<file path="config.mk">
export PLATFORM = sky130hd
export DESIGN_NAME = wcr_readout
export DESIGN_NICKNAME = d
export VERILOG_FILES = /design/src/verilog/wcr_pkg.sv /design/src/verilog/wcr_mode_if.sv /design/src/verilog/wcr_mode_dec.sv /design/src/verilog/wcr_readout.sv
export SDC_FILE = /design/constraint.sdc
export NUM_CORES = 1
export LEC_CHECK = 0
export BUFFER_PORTS_ARGS = -buffer_cell sky130_fd_sc_hd__buf_2
export CAP_MARGIN = 20
export CELL_PAD_IN_SITES_DETAIL_PLACEMENT = 1
export CELL_PAD_IN_SITES_GLOBAL_PLACEMENT = 1
export CORE_MARGIN = 1.5
export CORE_UTILIZATION = 45
export CTS_CLUSTER_DIAMETER = 50
export DETAILED_ROUTE_END_ITERATION = 8
export PLACE_DENSITY = 0.81
export SYNTH_ARGS = -nofsm -noshare
export SYNTH_HDL_FRONTEND = slang
export SYNTH_SLANG_ARGS = --single-unit
</file>
<file path="constraint.sdc">
create_clock -name mclk -period 6.6 [get_ports mclk]
set_input_delay 1.32 -clock mclk [delete_from_list [all_inputs] [get_ports mclk]]
set_output_delay 1.32 -clock mclk [all_outputs]
set_load 0.03 [all_outputs]
</file>
<file path="src/verilog/wcr_pkg.sv">
package wcr_pkg;
   // ======================================
   // Timing
   localparam int CLK_HZ = 250_000_000;
   localparam int MAINS_HZ = 60;
   localparam int VALVE_TIME_MS = 500;
   localparam int VALVE_MAINS = VALVE_TIME_MS * MAINS_HZ / 1000;
   localparam int MAINS_DIV = CLK_HZ / MAINS_HZ;
   // ======================================
   // Mode codes, two BCD digits
   localparam logic [7:0] MODE_OFF = 8'h00;
   localparam logic [7:0] MODE_PA_COMP = 8'h10;
   localparam logic [7:0] MODE_PA_MON = 8'h11;
   localparam logic [7:0] MODE_PP_COMP0 = 8'h12;
   localparam logic [7:0] MODE_PP_MON0 = 8'h13;
   localparam logic [7:0] MODE_PP_COMP1 = 8'h14;
   localparam logic [7:0] MODE_PP_MON1 = 8'h15;
   localparam logic [7:0] MODE_PP_COMP2 = 8'h16;
   localparam logic [7:0] MODE_PP_MON2 = 8'h17;
   localparam logic [7:0] MODE_PP_COMP3 = 8'h18;
   localparam logic [7:0] MODE_PP_MON3 = 8'h19;
   localparam logic [7:0] MODE_SA_COMP = 8'h30;
   localparam logic [7:0] MODE_SA_MON = 8'h31;
   localparam logic [7:0] MODE_SP_COMP = 8'h32;
   localparam logic [7:0] MODE_SP_MON = 8'h33;
   localparam logic [15:0] RANGE_PCT = 16'h0099;
   // ======================================
   // Process output codes
   localparam logic [7:0] PO_READOUT = 8'h12;
   localparam logic [7:0] PO_ALARM = 8'h13;
   // ======================================
   // Register map and reset values
   localparam logic [3:0] REG_MODE = 4'h0;
   localparam logic [3:0] REG_RANGE = 4'h1;
   localparam logic [3:0] REG_POUT = 4'h2;
   localparam logic [3:0] REG_STATUS = 4'h3;
   localparam logic [3:0] REG_CURRENT = 4'h4;
   localparam logic [3:0] REG_PHASE = 4'h5;
   localparam logic [3:0] REG_LEARN = 4'h6;
   localparam logic [7:0] MODE_RST = MODE_OFF;
   localparam logic [15:0] RANGE_RST = RANGE_PCT;
   localparam logic [7:0] POUT_RST = 8'h00;
   typedef enum logic [2:0] {
      VIEW_IDLE = 3'b000,
      VIEW_CURRENT = 3'b001,
      VIEW_PHASE = 3'b010,
      VIEW_PERCENT = 3'b011,
      VIEW_TAP_UP = 3'b100,
      VIEW_TAP_DN = 3'b101,
      VIEW_LIMIT = 3'b110
   } wcr_view_type;
endpackage : wcr_pkg

</file>
<file path="src/verilog/wcr_mode_if.sv">
`timescale 1ns/10ps
interface wcr_mode_if;
   logic [7:0] mode;
   logic [15:0] range;
   logic [15:0] learn_max;
   logic cc_on;
   logic comp_en;
   logic sp_ka;
   logic auto_range;
   logic [2:0] gain;
   modport dec (
      input mode, range, learn_max,
      output cc_on, comp_en, sp_ka, auto_range, gain
   );
   modport user (
      output mode, range, learn_max,
      input cc_on, comp_en, sp_ka, auto_range, gain
   );
endinterface : wcr_mode_if

</file>
<file path="src/verilog/wcr_mode_dec.sv">
`timescale 1ns/10ps
module wcr_mode_dec
   import wcr_pkg::*;
(
   input wire logic mclk,
   input wire logic rst_n,
   wcr_mode_if.dec mif
);
   typedef struct packed {
      logic cc_on;
      logic comp_en;
      logic sp_ka;
      logic auto_range;
      logic [2:0] gain;
   } wcr_dec_type;

   wcr_dec_type s;
   wcr_dec_type next_s;

   // ======================================
   // Gain selection
   // Larger full scale needs less amplifier gain
   function automatic logic [2:0] level_gain(input logic [3:0] d);
      if (d >= 4'h8) return 3'h0;
      else if (d >= 4'h4) return 3'h1;
      else if (d >= 4'h2) return 3'h2;
      else if (d >= 4'h1) return 3'h3;
      else return 3'h4;
   endfunction : level_gain

   function automatic logic [2:0] size_gain(input logic [7:0] m);
      return 3'h4 + {1'b0, 2'(m[3:1] - 3'h1)};
   endfunction : size_gain

   always_comb begin
      next_s = '0;
      case (mif.mode)
         MODE_OFF: begin
            next_s = '0;
         end
         MODE_PA_COMP, MODE_SA_COMP: begin
            next_s.cc_on = 1'b1;
            next_s.comp_en = 1'b1;
            next_s.auto_range = 1'b1;
            next_s.sp_ka = (mif.range != RANGE_PCT);
            next_s.gain = level_gain(mif.learn_max[15:12]);
         end
         MODE_PA_MON, MODE_SA_MON: begin
            next_s.cc_on = 1'b1;
            next_s.auto_range = 1'b1;
            next_s.gain = level_gain(mif.learn_max[15:12]);
         end
         MODE_SP_COMP: begin
            next_s.cc_on = 1'b1;
            next_s.comp_en = 1'b1;
            next_s.sp_ka = 1'b1;
            next_s.gain = level_gain(mif.range[15:12]);
         end
         MODE_SP_MON: begin
            next_s.cc_on = 1'b1;
            next_s.gain = level_gain(mif.range[15:12]);
         end
         MODE_PP_COMP0, MODE_PP_COMP1, MODE_PP_COMP2, MODE_PP_COMP3: begin
            next_s.cc_on = 1'b1;
            next_s.comp_en = 1'b1;
            next_s.sp_ka = 1'b1;
            next_s.gain = size_gain(mif.mode);
         end
         MODE_PP_MON0, MODE_PP_MON1, MODE_PP_MON2, MODE_PP_MON3: begin
            next_s.cc_on = 1'b1;
            next_s.gain = size_gain(mif.mode);
         end
         default: begin
            next_s = '0;
         end
      endcase
   end

   always_ff @(posedge mclk or negedge rst_n) begin
      if (!rst_n) s <= '0;
      else s <= next_s;
   end

   assign mif.cc_on = s.cc_on;
   assign mif.comp_en = s.comp_en;
   assign mif.sp_ka = s.sp_ka;
   assign mif.auto_range = s.auto_range;
   assign mif.gain = s.gain;
endmodule : wcr_mode_dec

</file>
<file path="src/verilog/wcr_readout.sv">
`timescale 1ns/10ps
// Overview of operation
// - Gain follows chosen mode and range automatically
// - Codes 13 to 19 odd: preset monitoring
// - Auto modes learn peak output current
// - Code 30: auto compensation, range 0099 percent
// - Code 31: secondary auto monitoring, percent setpoint
// - Code 10: primary auto compensation, kA option
// - Code 11: primary auto monitoring, percent
// - Current selected before start shows readout
// - kA readout at weld end only in kA mode, weld made
// - Units shows phase, tens current, other clears
// - Phase view only from current readout
// - Tap up shown when more output needed
// - Tap down shown when current exceeds range
// - Tap views still allow phase and current
// - Readout process output shows readout whenever constant current is on
// - Limit failure flashes low or high indication
// - Alarm output drives valve thirty mains cycles
// - Code 32: secondary preset compensation in kA
// - Code 00 disables constant current
module wcr_readout
   import wcr_pkg::*;
#(
   parameter int MAINS_DIV_P = MAINS_DIV
) (
   input wire logic mclk,
   input wire logic arst_n,
   input wire logic [3:0] reg_addr,
   input wire logic [15:0] reg_wdata,
   input wire logic reg_wr,
   input wire logic reg_rd,
   output logic [15:0] reg_rdata,
   input wire logic seq_init,
   input wire logic cur_selected,
   input wire logic seq_end,
   input wire logic weld_made,
   input wire logic [15:0] meas_current,
   input wire logic [7:0] phase_pct,
   input wire logic need_more,
   input wire logic over_range,
   input wire logic limit_low,
   input wire logic limit_high,
   input wire logic learn_run,
   input wire logic learn_valid,
   input wire logic [15:0] learn_sample,
   input wire logic btn_units,
   input wire logic btn_tens,
   input wire logic btn_other,
   output logic [2:0] gain_sel,
   output logic comp_en,
   output logic setpoint_in_ka,
   output logic [2:0] disp_view,
   output logic [15:0] disp_value,
   output logic disp_flash,
   output logic tap_up_indicator,
   output logic tap_down_indicator,
   output logic alarm_valve
);
   typedef struct packed {
      logic [7:0] mode;
      logic [15:0] range;
      logic [7:0] pout;
      logic [15:0] cur;
      logic [7:0] phase;
      logic [15:0] learn_max;
      logic learn_prev;
      wcr_view_type view;
      logic tap_up;
      logic tap_dn;
      logic lim_lo;
      logic lim_hi;
      logic sel_cur;
      logic [31:0] div;
      logic mains_tick;
      logic [4:0] valve_cnt;
      logic [15:0] rdata;
      logic [15:0] disp;
   } wcr_top_state_type;

   wcr_top_state_type s;
   wcr_top_state_type next_s;
   logic [1:0] rst_sync;
   logic rst_n;
   logic po_ro;
   logic show;
   logic any_btn;
   wcr_mode_if mi ();

   // ======================================
   // Reset release
   always_ff @(posedge mclk or negedge arst_n) begin
      if (!arst_n) rst_sync <= 2'b00;
      else rst_sync <= {rst_sync[0], 1'b1};
   end
   assign rst_n = rst_sync[1];

   // ======================================
   // Mode decode
   assign mi.mode = s.mode;
   assign mi.range = s.range;
   assign mi.learn_max = s.learn_max;

   wcr_mode_dec u_dec (
      .mclk(mclk),
      .rst_n(rst_n),
      .mif(mi)
   );

   // ======================================
   // Sequence and display control
   assign po_ro = (s.pout == PO_READOUT) || (s.pout == PO_ALARM);
   assign show = mi.cc_on && (s.sel_cur || po_ro);
   assign any_btn = btn_units || btn_tens || btn_other;

   always_comb begin
      next_s = s;
      next_s.mains_tick = 1'b0;
      next_s.rdata = '0;
      // Mains cycle time base
      if (s.div >= 32'(MAINS_DIV_P - 1)) begin
         next_s.div = '0;
         next_s.mains_tick = 1'b1;
      end else begin
         next_s.div = s.div + 32'h1;
      end
      if (reg_wr) begin
         case (reg_addr)
            REG_MODE: next_s.mode = reg_wdata[7:0];
            REG_RANGE: next_s.range = reg_wdata;
            REG_POUT: next_s.pout = reg_wdata[7:0];
            default: ;
         endcase
      end
      if (reg_rd) begin
         case (reg_addr)
            REG_MODE: next_s.rdata = {8'h00, s.mode};
            REG_RANGE: next_s.rdata = s.range;
            REG_POUT: next_s.rdata = {8'h00, s.pout};
            REG_STATUS: next_s.rdata = {4'h0, s.view, alarm_valve, s.lim_hi, s.lim_lo,
                                        s.tap_dn, s.tap_up, mi.auto_range, mi.sp_ka,
                                        mi.comp_en, mi.cc_on};
            REG_CURRENT: next_s.rdata = s.cur;
            REG_PHASE: next_s.rdata = {8'h00, s.phase};
            REG_LEARN: next_s.rdata = s.learn_max;
            default: next_s.rdata = '0;
         endcase
      end
      // Peak of the learning run is the compensation reference
      next_s.learn_prev = learn_run;
      if (mi.auto_range && learn_run) begin
         if (!s.learn_prev) next_s.learn_max = learn_valid ? learn_sample : 16'h0000;
         else if (learn_valid && learn_sample > s.learn_max) next_s.learn_max = learn_sample;
      end
      if (s.valve_cnt != 5'h00 && s.mains_tick) begin
         next_s.valve_cnt = s.valve_cnt - 5'h01;
      end
      // Front panel keys while a readout stands
      case (s.view)
         VIEW_CURRENT, VIEW_PHASE, VIEW_TAP_UP, VIEW_TAP_DN: begin
            if (btn_units) next_s.view = VIEW_PHASE;
            else if (btn_tens) next_s.view = VIEW_CURRENT;
            else if (btn_other) next_s.view = VIEW_IDLE;
         end
         VIEW_PERCENT, VIEW_LIMIT: begin
            if (any_btn) next_s.view = VIEW_IDLE;
         end
         default: ;
      endcase
      if (seq_init) begin
         next_s.sel_cur = cur_selected;
         next_s.view = VIEW_IDLE;
      end
      // End of sequence wins over a key in the same cycle
      if (seq_end) begin
         next_s.cur = meas_current;
         next_s.phase = phase_pct;
         next_s.tap_up = mi.comp_en && need_more;
         next_s.tap_dn = mi.comp_en && over_range && !need_more;
         next_s.lim_lo = show && po_ro && limit_low;
         next_s.lim_hi = show && po_ro && limit_high && !limit_low;
         next_s.view = VIEW_IDLE;
         if (show) begin
            if (next_s.tap_up) next_s.view = VIEW_TAP_UP;
            else if (next_s.tap_dn) next_s.view = VIEW_TAP_DN;
            else if (next_s.lim_lo || next_s.lim_hi) next_s.view = VIEW_LIMIT;
            else if (mi.sp_ka && weld_made) next_s.view = VIEW_CURRENT;
            else next_s.view = VIEW_PERCENT;
            if ((next_s.lim_lo || next_s.lim_hi) && s.pout == PO_ALARM) begin
               next_s.valve_cnt = 5'(VALVE_MAINS);
            end
         end
      end
      if (next_s.view == VIEW_IDLE) begin
         next_s.tap_up = 1'b0;
         next_s.tap_dn = 1'b0;
         next_s.lim_lo = 1'b0;
         next_s.lim_hi = 1'b0;
      end
      case (next_s.view)
         VIEW_IDLE: next_s.disp = '0;
         VIEW_PHASE: next_s.disp = {8'h00, next_s.phase};
         default: next_s.disp = next_s.cur;
      endcase
   end

   always_ff @(posedge mclk or negedge rst_n) begin
      if (!rst_n) begin
         s <= '0;
         s.mode <= MODE_RST;
         s.range <= RANGE_RST;
         s.pout <= POUT_RST;
         s.view <= VIEW_IDLE;
      end else begin
         s <= next_s;
      end
   end

   // ======================================
   // Outputs
   assign reg_rdata = s.rdata;
   assign gain_sel = mi.gain;
   assign comp_en = mi.comp_en;
   assign setpoint_in_ka = mi.sp_ka;
   assign disp_view = s.view;
   assign disp_value = s.disp;
   assign disp_flash = (s.view == VIEW_LIMIT);
   assign tap_up_indicator = s.tap_up;
   assign tap_down_indicator = s.tap_dn;
   assign alarm_valve = (s.valve_cnt != 5'h00);

   // ======================================
   // Alarm valve checks
   // Clocks with the valve on; a new weld restarts the count
   logic [31:0] valve_clks;
   always_ff @(posedge mclk or negedge rst_n) begin
      if (!rst_n) valve_clks <= 32'h0;
      else if (!alarm_valve || seq_end) valve_clks <= 32'h0;
      else valve_clks <= valve_clks + 32'h1;
   end
endmodule : wcr_readout

</file>
==> Word-level counts from Yosys, hierarchy flattened <==
Cells that the tools add are included.
{ "classes": {"n_addsub": 4, "mux": 38, "eq_ne": 31, "reduce_logical": 36, "order_cmp": 10} }
{ "op_table": {"columns": ["cell", "n"], "rows": [
  ["$pmux W16 S7", 1],
  ["$eq A8 B5 Y1 const B", 12],
  ["$mux W16", 4],
  ["$mux W3", 17],
  ["$add A32 B1 Y32 const B", 1],
  ["$eq A8 B6 Y1 const B", 4],
  ["$ge A32 B22 Y1 const B", 1],
  ["$mux W32", 1],
  ["$pmux W16 S2", 1],
  ["$mux W24", 1],
  ["$mux W5", 4],
  ["$gt A16 B16 Y1", 1],
  ["$ne A16 B8 Y1 const B", 1],
  ["$reduce_or A14 Y1", 1],
  ["$logic_and A1 B1 Y1", 13],
  ["$eq A4 B3 Y1 const B", 3],
  ["$eq A3 B2 Y1 const B", 3],
  ["$eq A3 B3 Y1 const B", 3],
  ["$pmux W3 S3", 1],
  ["$eq A4 B2 Y1 const B", 2],
  ["$ge A4 B1 Y1 const B", 2],
  ["$ge A4 B2 Y1 const B", 2],
  ["$ge A4 B3 Y1 const B", 2],
  ["$ge A4 B4 Y1 const B", 2],
  ["23 further kinds", 36]
]} }
{ "totals": {"input_bits": 77, "ff_bits": 160, "elab_cells": 143} }

==> Logic depth before layout (Yosys ltp) <==
Gate-level depths: netlist of run 1.
{ "depth": {"word_depth": 15, "depth_mapped": 8, "depth_no_buf": 7} }

==> Cells and area by module <==
A second synthesis of run 1 with hierarchy kept.
{ "unflattened": {"cells_unflattened": 683, "area_unflattened_um2": 7749.9} }
{ "by_module_without_submodules": {"columns": ["module", "instances", "cells_each", "area_per_inst_um2"], "rows": [
  ["wcr_readout", 1, 631, 7297.0],
  ["wcr_mode_dec", 1, 52, 452.9]
]} }

==> Least setup slack after synthesis of run 1 <==
No wires, ideal clock.
{ "synth_timing": {"kind": "in2reg", "start": "in learn_sample[14]", "end": "reg s (netlist bit mi.learn_max[10])", "path_buffers": 1, "slack_ns": 3.647, "arrival_time_ns": 2.873, "setup_time_ns": 0.079, "required_ns": 6.521, "path_stages": 6, "path_cell_list": "ha_1 > nand4_1 > a2111o_1 > a31oi_4 > buf_6 > mux2i_1"} }
{ "synth_between": {"elab_chain_len": 4} }
{ "synth_lines": {"columns": ["element", "line", "source"], "rows": [
  ["from (decl)", "wcr_readout.sv:46", "input wire logic [15:0] learn_sample,"],
  ["$gt A16 B16 Y1", "wcr_readout.sv:153", "else if (learn_valid && learn_sample > s.learn_max) next_s.learn_max = learn_sample;"],
  ["$logic_and A1 B1 Y1", "wcr_readout.sv:153", null],
  ["$ne A2 B1 Y1 (no line)", null, null],
  ["$reduce_and A2 Y1 (no line)", null, null],
  ["to (signal assigned)", "wcr_readout.sv:215", "s <= next_s;"],
  ["to (decl)", "wcr_readout.sv:81", "wcr_top_state_type s;"]
]} }
Every way passes these cells.
A chain may end at the register's enable or synchronous reset.

==> Worst setup path after layout of run 1 <==
{ "layout_timing": {"start": "reg s[32] (netlist bit)", "end": "out alarm_valve"} }
{ "layout_between": {"elab_chain_len": 1} }
{ "layout_lines": {"columns": ["element", "line", "source"], "rows": [
  ["$reduce_bool A5 Y1", "wcr_readout.sv:230", "assign alarm_valve = (s.valve_cnt != 5'h00);"],
  ["to (decl)", "wcr_readout.sv:58", "output logic alarm_valve"]
]} }
Every way passes these cells.

==> results of run 1 <==
-- state kept, by name, indices dropped and copies added, names as in the netlist --
signal,count
u_dec.mif.cc_on,1
tap_down_indicator,1
u_dec.mif.auto_range,1
mi.mode,8
mi.learn_max,16
tap_up_indicator,1
mi.range,16
reg_rdata,16
u_dec.mif.comp_en,1
disp_value,16
disp_view,3
s,74
rst_sync,2
u_dec.mif.gain,3
u_dec.mif.sp_ka,1
-- metal layers --
layer | vias to the layer above | wire length, um
met5 | - | 0
met4 | 0 | 464
met3 | 37 | 1370
met2 | 215 | 10700
met1 | 2985 | 9670
li1 | 2648 | -
-- worst paths after layout --
| path | end | from | slack [ns] | cells past startpoint |
|---|---|---|---|---|
| min | mi.learn_max[8] | rst_sync[1] | 0.28 | 0 |
| max | alarm_valve | s[32] | 3.23 | 4 |
| min in group mclk | rst_sync[1] | rst_sync[0] | 0.36 | 0 |
| min reg2reg | mi.learn_max[8] | rst_sync[1] | 0.28 | 0 |
| max reg2reg | mi.learn_max[7] | mi.learn_max[14] | 4.07 | 6 |
| max in group asynchronous | reg_rdata[14] | rst_sync[1] | 4.37 | 2 |
-- critical path, cell delays in order (launching register included) --
cell and delay, ns:
dfrtp_1 0.38, inv_1 0.10, ha_1 0.21, or4b_2 0.71, buf_2 0.23
-- report_power, final --
part / leakage (nW) / internal, W / switching, W / total, W
Sequential: 2.01 / 0.00112 / 0.000171 / 0.00130
Clock: 0.277 / 0.000576 / 0.000405 / 0.000981
Combinational: 1.93 / 0.000225 / 0.000290 / 0.000516
Total: 4.21 / 0.00193 / 0.000866 / 0.00279
-- placed cells by master, fill, tap and decap left out, drive strengths merged, types with 6 or more instances in the layout --
cell type | Yosys | layout
dfrtp | 156 | 156
buf | 52 | 123
nor2 | 65 | 65
mux2 | 54 | 54
mux2i | 37 | 37
inv | 36 | 36
o21ai | 36 | 36
nand2 | 34 | 34
nand3 | 26 | 26
a21oi | 23 | 23
ha | 20 | 20
clkbuf | 11 | 19
nor2b | 17 | 17
xor2 | 13 | 13
conb | 2 | 11
nand4 | 10 | 10
a22oi | 10 | 10
xnor2 | 10 | 10
nand2b | 9 | 9
a222oi | 9 | 9
nor3 | 8 | 8
nor4 | 7 | 7
a221oi | 6 | 6
clkinv | 0 | 6
-- per-stage QoR --
step	instance area, um2	std cells
finish	9040	1040
global route	9040	1040
CTS	9030	1039
detailed placement	8430	1007
global placement	8430	1007
floorplan	7930	723
-- logic make-up after synthesis --
| logic type | count (synthesis) | share of synthesized area, % |
|---|---|---|
| AO/OA/AOI/OAI | 115 | 10.0 |
| XOR/XNOR | 23 | 2.55 |
| adder cells (fa/ha/maj) | 20 | 3.17 |
| buffers and inverters | 99 | 6.94 |
| flip-flops | 160 | 50.7 |
| multiplexers | 93 | 13.0 |
| other | 2 | 0.0951 |
| AND/OR/NAND/NOR | 202 | 13.5 |
-- cell type report --
cell class / instances / area (um2)
fill: 1910 / 8200
sequential: 160 / 4010
multi-input combinational: 464 / 3390
timing repair buffer: 123 / 627
clock buffer: 19 / 453
tap: 225 / 282
clock inverter: 13 / 139
inverter: 36 / 135
==> results.cfg, run 1 <==
[grt]
grt_max_degree = 64
use_met3_pct = 6.06
grt_pass1_wl_um = 35100
grt_usage_pct = 25.5
gr-total-overflow = 0
grtUsageMet2_pct = 41.3
grt.busiest_layer = met2
grt_pass1_vias = 6311
antenna_found_initial = 0
grtUsageMet1_pct = 33.6

[hold_path]
hold_path.class = flip-flop to asynchronous set/reset pin

[die]
io_pins = 121
die_w_um = 136
die-area_um2 = 18400
start_util_pct = 45.8
core_area_um2 = 17200
rows = 48
die_h_um = 136

[clock_tree]
cts_resized = 0
clk_latency_ns = 0.43
clock_path_buffers = 2
holdBufCountCts = 0
cts_made_buffers = 17
cts-htree-levels = 4
cts_root_buf = clkbuf_16
cts.sinks = 160
cts_tree = yes
clk_pin_slew_worst_paths_ns = 0.07
cts_setup_buffers = 0

[finish]
final_util_pct = 52.4
nNetsFinal = 899
antenna_cells = 0
drive_gt1_share_pct = 29.7
area_delta_synth_final_pct = 14.4

[timing]
setup_viol = 0
fin_crit_sh_pct = 51.1
max_slew_margin_pct = 33.0
worstMarginPinSlew_ns = 1.00
skew_ns = 0.00789
rsz0062_at_grt = no
fin_tns_setup_ns = 0
slew_viol_final = 0
setup_slack_ns = 3.23
fin_crit_ns = 3.37
hold_viol = 0
hold_ws_ns = 0.285
max_freq_ghz = 0.297

[synth]
synthDominantCellAreaShare_pct = 49.4
synth_ff_type = dfrtp_1
yosys-top-cells-count = dfrtp_1 (156), mux2_2 (54), nor2_1 (46)
synth_edf_count = 0
avgSynthCellArea_um2 = 11.1
synth_seq_cells = 160
async_reset_ff_share_pct = 100
netlist_instances = 714
seq_area_frac_synth_pct = 50.7
synth_area_leaders = dfrtp_1 (49%), mux2_2 (7.7%), mux2i_1 (4.7%)
synth.most_common_cell = dfrtp_1
synth.cell_area_um2 = 7900
synth_cell_types = 66
synth_area_leader_cell = dfrtp_1
yosysWarnings = 0

[placement]
io_buffers = 120
gp_congestion = 0.903
hpwl_um = 16400
pre_cts_ws_ns = 2.92

[route]
drt_wl_total_um = 22200
dr.pass1.iters = 5
num_vias = 5885
final_antenna_net_count = 0
routedWlPerCell_um = 21.3
viasPerCell = 5.66
drc_errors = 0
drt_iter0_markers = 443

[worst_setup_path]
cp-end-kind = output pin
required_ns = 5.28
path_max_fanout = 4
critPathKind = flip-flop to output pin
cp-start-kind = flip-flop
arrival_ns = 2.05

[status]
status = finished, final reports clean

[power_and_ir_drop]
power_density_nw_per_um2 = 309
leakage_nw = 4.21
peakVddDrop_mv = 0.206
power_w = 0.00279

[flow_run]
maxCapViolCount = 0
No activity file was read; power rests on OpenSTA's default activity.
==> inputs of run 2 (changes only) <==
Clock period 6.6 ns to 3.4 ns, I/O delays scaled along.
==> run 2 against run 1 <==
  * First-iteration DRC count shrank 26%
  * Hold slack got worse by 0.26 ns
  * Cell count is 0.48% higher
  * Critical path depth did not move
  * Core utilization about the same
  * Cell area hardly changed
  * Combinational power rose by 96%
==> results.cfg, run 2 (same netlist as run 1, synthesis figures left out) <==
[power_and_ir_drop]
power_density_nw_per_um2 = 588
leakage_nw = 4.23
peakVddDrop_mv = 0.407

[route]
drc_errors = 0
dr.pass1.iters = 5
num_vias = 5934
drt_iter0_markers = 330
viasPerCell = 5.68
final_antenna_net_count = 0
routedWlPerCell_um = 20.9
drt_wl_total_um = 21800

[clock_tree]
cts-htree-levels = 4
cts_made_buffers = 17
cts_resized = 0
cts_setup_buffers = 0
cts_root_buf = clkbuf_16
clk_pin_slew_worst_paths_ns = 0.06
clk_latency_ns = 0.43
cts_tree = yes
cts.sinks = 160
clock_path_buffers = 2
holdBufCountCts = 0

[finish]
final_common_cell = dfrtp_1
largest_reg_flops = 74
drive_gt1_share_pct = 29.7
regMostFlops = s
n_fill_cell = 1884
layout_common_cells = dfrtp_1 (155), buf_2 (120), mux2_2 (54)
area_delta_synth_final_pct = 14.4
final_util_pct = 52.4
nNetsFinal = 903

[worst_setup_path]
cp-end-kind = output pin
critPathKind = flip-flop to output pin
arrival_ns = 2.04
path_max_fanout = 4
required_ns = 2.72
cp-start-kind = flip-flop

[placement]
hpwl_um = 16100
io_buffers = 120
gp_congestion = 0.906

[timing]
fin_tns_setup_ns = 0
fin_crit_ns = 2.72
rsz0062_at_grt = no
max_slew_margin_pct = 46.4
skew_ns = 0.0119
max_freq_ghz = 0.367
fin_crit_sh_pct = 80.1
slew_viol_final = 0
setup_viol = 0
worstMarginPinSlew_ns = 0.804
hold_viol = 0

[grt]
grt_pass1_wl_um = 34600
antenna_found_initial = 2
grt_pass1_vias = 6381
grt_usage_pct = 25.1
grt_max_degree = 69
gr-total-overflow = 0

[die]
die-area_um2 = 18400
die_h_um = 136
rows = 48
die_w_um = 136
start_util_pct = 45.8
core_area_um2 = 17200
io_pins = 121

[hold_path]
hold_path.class = primary input to asynchronous set/reset pin

[flow_run]
maxCapViolCount = 0

[status]
status = finished, final reports clean
-- run 2: cell type report --
| class | instances | area (um2) | share of cell area, % |
|---|---|---|---|
| clock buffer | 21 | 460 | 5.09 |
| sequential | 160 | 4010 | 44.4 |
| antenna | 2 | 5.00 | 0.0554 |
| multi-input combinational | 464 | 3390 | 37.5 |
| timing repair buffer | 127 | 666 | 7.36 |
| tap | 225 | 282 | 3.11 |
| inverter | 36 | 135 | 1.50 |
| clock inverter | 10 | 88.8 | 0.983 |
-- run 2: worst paths after layout --
check                              endpoint  cells after the start  slack, ns              from
setup / recovery                alarm_valve                      4       0.68             s[32]
setup reg to reg           mi.learn_max[12]                      6       0.85  mi.learn_max[14]
max in group asynchronous             s[51]                      1       2.06       rst_sync[1]
min in group mclk               rst_sync[1]                      0       0.35       rst_sync[0]
hold reg to reg                 rst_sync[1]                      0       0.35       rst_sync[0]
hold / removal                  rst_sync[1]                      1       0.03            arst_n
-- run 2: critical path, cell delays in order, from the launching register on --
cell	delay (ns)
dfrtp_1	0.38
inv_1	0.10
ha_1	0.22
or4b_2	0.69
buf_2	0.24
-- run 2: metrics by stage --
step                      power, W  cells  hold WS [ns]  setup slack (ns)  area (um2)
after global routing       0.00554   1043        0.0197             0.610        9030
after detailed placement   0.00351   1012         0.341             0.603        8480
final                      0.00532   1045        0.0295             0.677        9040
after CTS                  0.00534   1043        0.0191             0.667        9030
after global placement     0.00341   1012         0.334             0.757        8480
after floorplan            0.00311    723         0.331             0.755        7940
-- run 2: routing by layer --
layer  global-route usage [%]  vias to the layer above  part of all wire (%)
li1                         -                     2661                     -
met1                     32.4                     3058                    43
met2                     41.9                      181                    49
met3                     5.39                       34                   5.2
met4                     8.78                        0                   2.0
met5                        0                        -                     0
-- run 2: where the power goes --
group          internal, W  total [W]  switching [W]
Sequential         0.00218    0.00250       0.000319
Clock              0.00104    0.00181       0.000771
Combinational     0.000440    0.00101       0.000568
==> inputs of run 3 (changes only) <==
Clock period 3.4 ns to 2.7 ns, I/O delays scaled along.
==> run 3 against run 2 <==
  * Cell area rose by 0.62%
  * Setup slack got worse by 0.56 ns
  * Non-clock buffer count rose by 6
  * Cell count rose by 0.57%
  * Clock-buffer cell count did not move
==> results.cfg, run 3 (same netlist as run 1, synthesis figures left out) <==
[timing]
fin_tns_setup_ns = 0
rsz0062_at_grt = no
hold_viol = 0
setup_viol = 0
max_freq_ghz = 0.388
fin_crit_ns = 2.58
skew_ns = 0.00937
slew_viol_final = 0
fin_crit_sh_pct = 95.5
hold_ws_ns = 0.233
worstMarginPinSlew_ns = 0.887
max_slew_margin_pct = 40.7

[worst_setup_path]
crit_chain = inv_1 > ha_1 > or4b_2 > buf_2
cpPeakStageDelay_ns = 0.70
cp_top_family = simple AND/OR/NAND/NOR gates
slowest_stage = or4b_2
required_ns = 2.16
cp_num_cells = 4
arrival_ns = 2.04
cp-end-kind = output pin
cp-start-kind = flip-flop
worst-path-buf-inv = 2
critPathKind = flip-flop to output pin
path_max_fanout = 4
r2r_cells = 7
r2r_slack_ns = 0.42

[clock_tree]
cts-htree-levels = 4
cts_setup_buffers = 0
clk_pin_slew_worst_paths_ns = 0.06
cts_made_buffers = 17
clk_latency_ns = 0.43
cts.sinks = 160
clock_path_buffers = 2
cts_tree = yes
cts_root_buf = clkbuf_16

[flow_run]
maxCapViolCount = 0

[grt]
antenna_found_initial = 1
grt_pass1_wl_um = 34800
grt_max_degree = 159
grt_pass1_vias = 6372
grt_usage_pct = 25.3
gr-total-overflow = 0

[hold_path]
hold_path.class = primary input to flip-flop
hold_depth = 1

[die]
core_area_um2 = 17200
die_w_um = 136
io_pins = 121
start_util_pct = 45.8
die-area_um2 = 18400
rows = 48
die_h_um = 136

[finish]
largest_reg_flops = 74
layout_common_cells = dfrtp_1 (155), buf_2 (120), mux2_2 (54)
area_delta_synth_final_pct = 15.1
drive_gt1_share_pct = 30.2
final_common_cell = dfrtp_1
nNetsFinal = 909
regMostFlops = s
stdcell_area_um2 = 9090

[route]
drt_iter0_markers = 363
drc_errors = 0
drt_wl_total_um = 21900
final_antenna_net_count = 0
num_vias = 5863
dr.pass1.iters = 7
viasPerCell = 5.58
routedWlPerCell_um = 20.8

[placement]
io_buffers = 120
hpwl_um = 16200
dpl_cell_area_um2 = 8520
gp_congestion = 0.894

[status]
status = finished, final reports clean

[power_and_ir_drop]
leakage_nw = 4.25
power_density_nw_per_um2 = 734
peakVddDrop_mv = 0.514
[run 3: changes by cell type in the layout (fill, tap and decap cells not counted), sizes merged]
cell,before,now
buf,127,132
clkinvlp,1,5
clkinv,8,4
dlygate4sd3,0,1
[run 3: report_power, final]
part	total, W	switching (W)	internal [W]	leakage (nW)
Clock	0.00227	0.000942	0.00133	0.263
Sequential	0.00313	0.000376	0.00275	2.01
Combinational	0.00128	0.000721	0.000558	1.98
[run 3: worst paths after layout]
kind,start,to
min in group asynchronous,arst_n,rst_sync[1]
max in group asynchronous,rst_sync[1],mi.mode[6]
hold reg to reg,rst_sync[0],rst_sync[1]
hold / removal,learn_run,s[78]
setup reg to reg,mi.learn_max[14],mi.learn_max[0]
setup / recovery,s[32],alarm_valve
[run 3: repair_timing]
action,in CTS,in global routing
hold buffers,1,0
endpoints found under the hold margin,2,0
gates resized for setup,0,0
[run 3: layout make-up]
type                       instances  area (um2)
antenna                            2        5.00
clock buffer                      21         470
clock inverter                    10        87.6
fill                            1869        8140
inverter                          36         135
multi-input combinational        464        3390
sequential                       160        4010
tap                              225         282
timing repair buffer             133         713
[run 3: layer usage]
layer	part of all wire, %	up-vias	GRT usage [%]
li1	-	2670	-
met2	50	165	42.3
met1	43	2991	32.4
met3	5.3	37	5.46
met5	0	-	0
met4	2.1	0	9.32
[run 3: per-stage QoR]
step	setup WS [ns]	total power, W	instances	utilization [%]
floorplan	0.0549	0.00392	723	-
global placement	0.411	0.00431	1017	49.4
detailed placement	0.292	0.00443	1017	49.4
CTS	0.112	0.00672	1049	52.7
global route	0.0416	0.00700	1049	52.7
finish	0.120	0.00667	1051	52.8
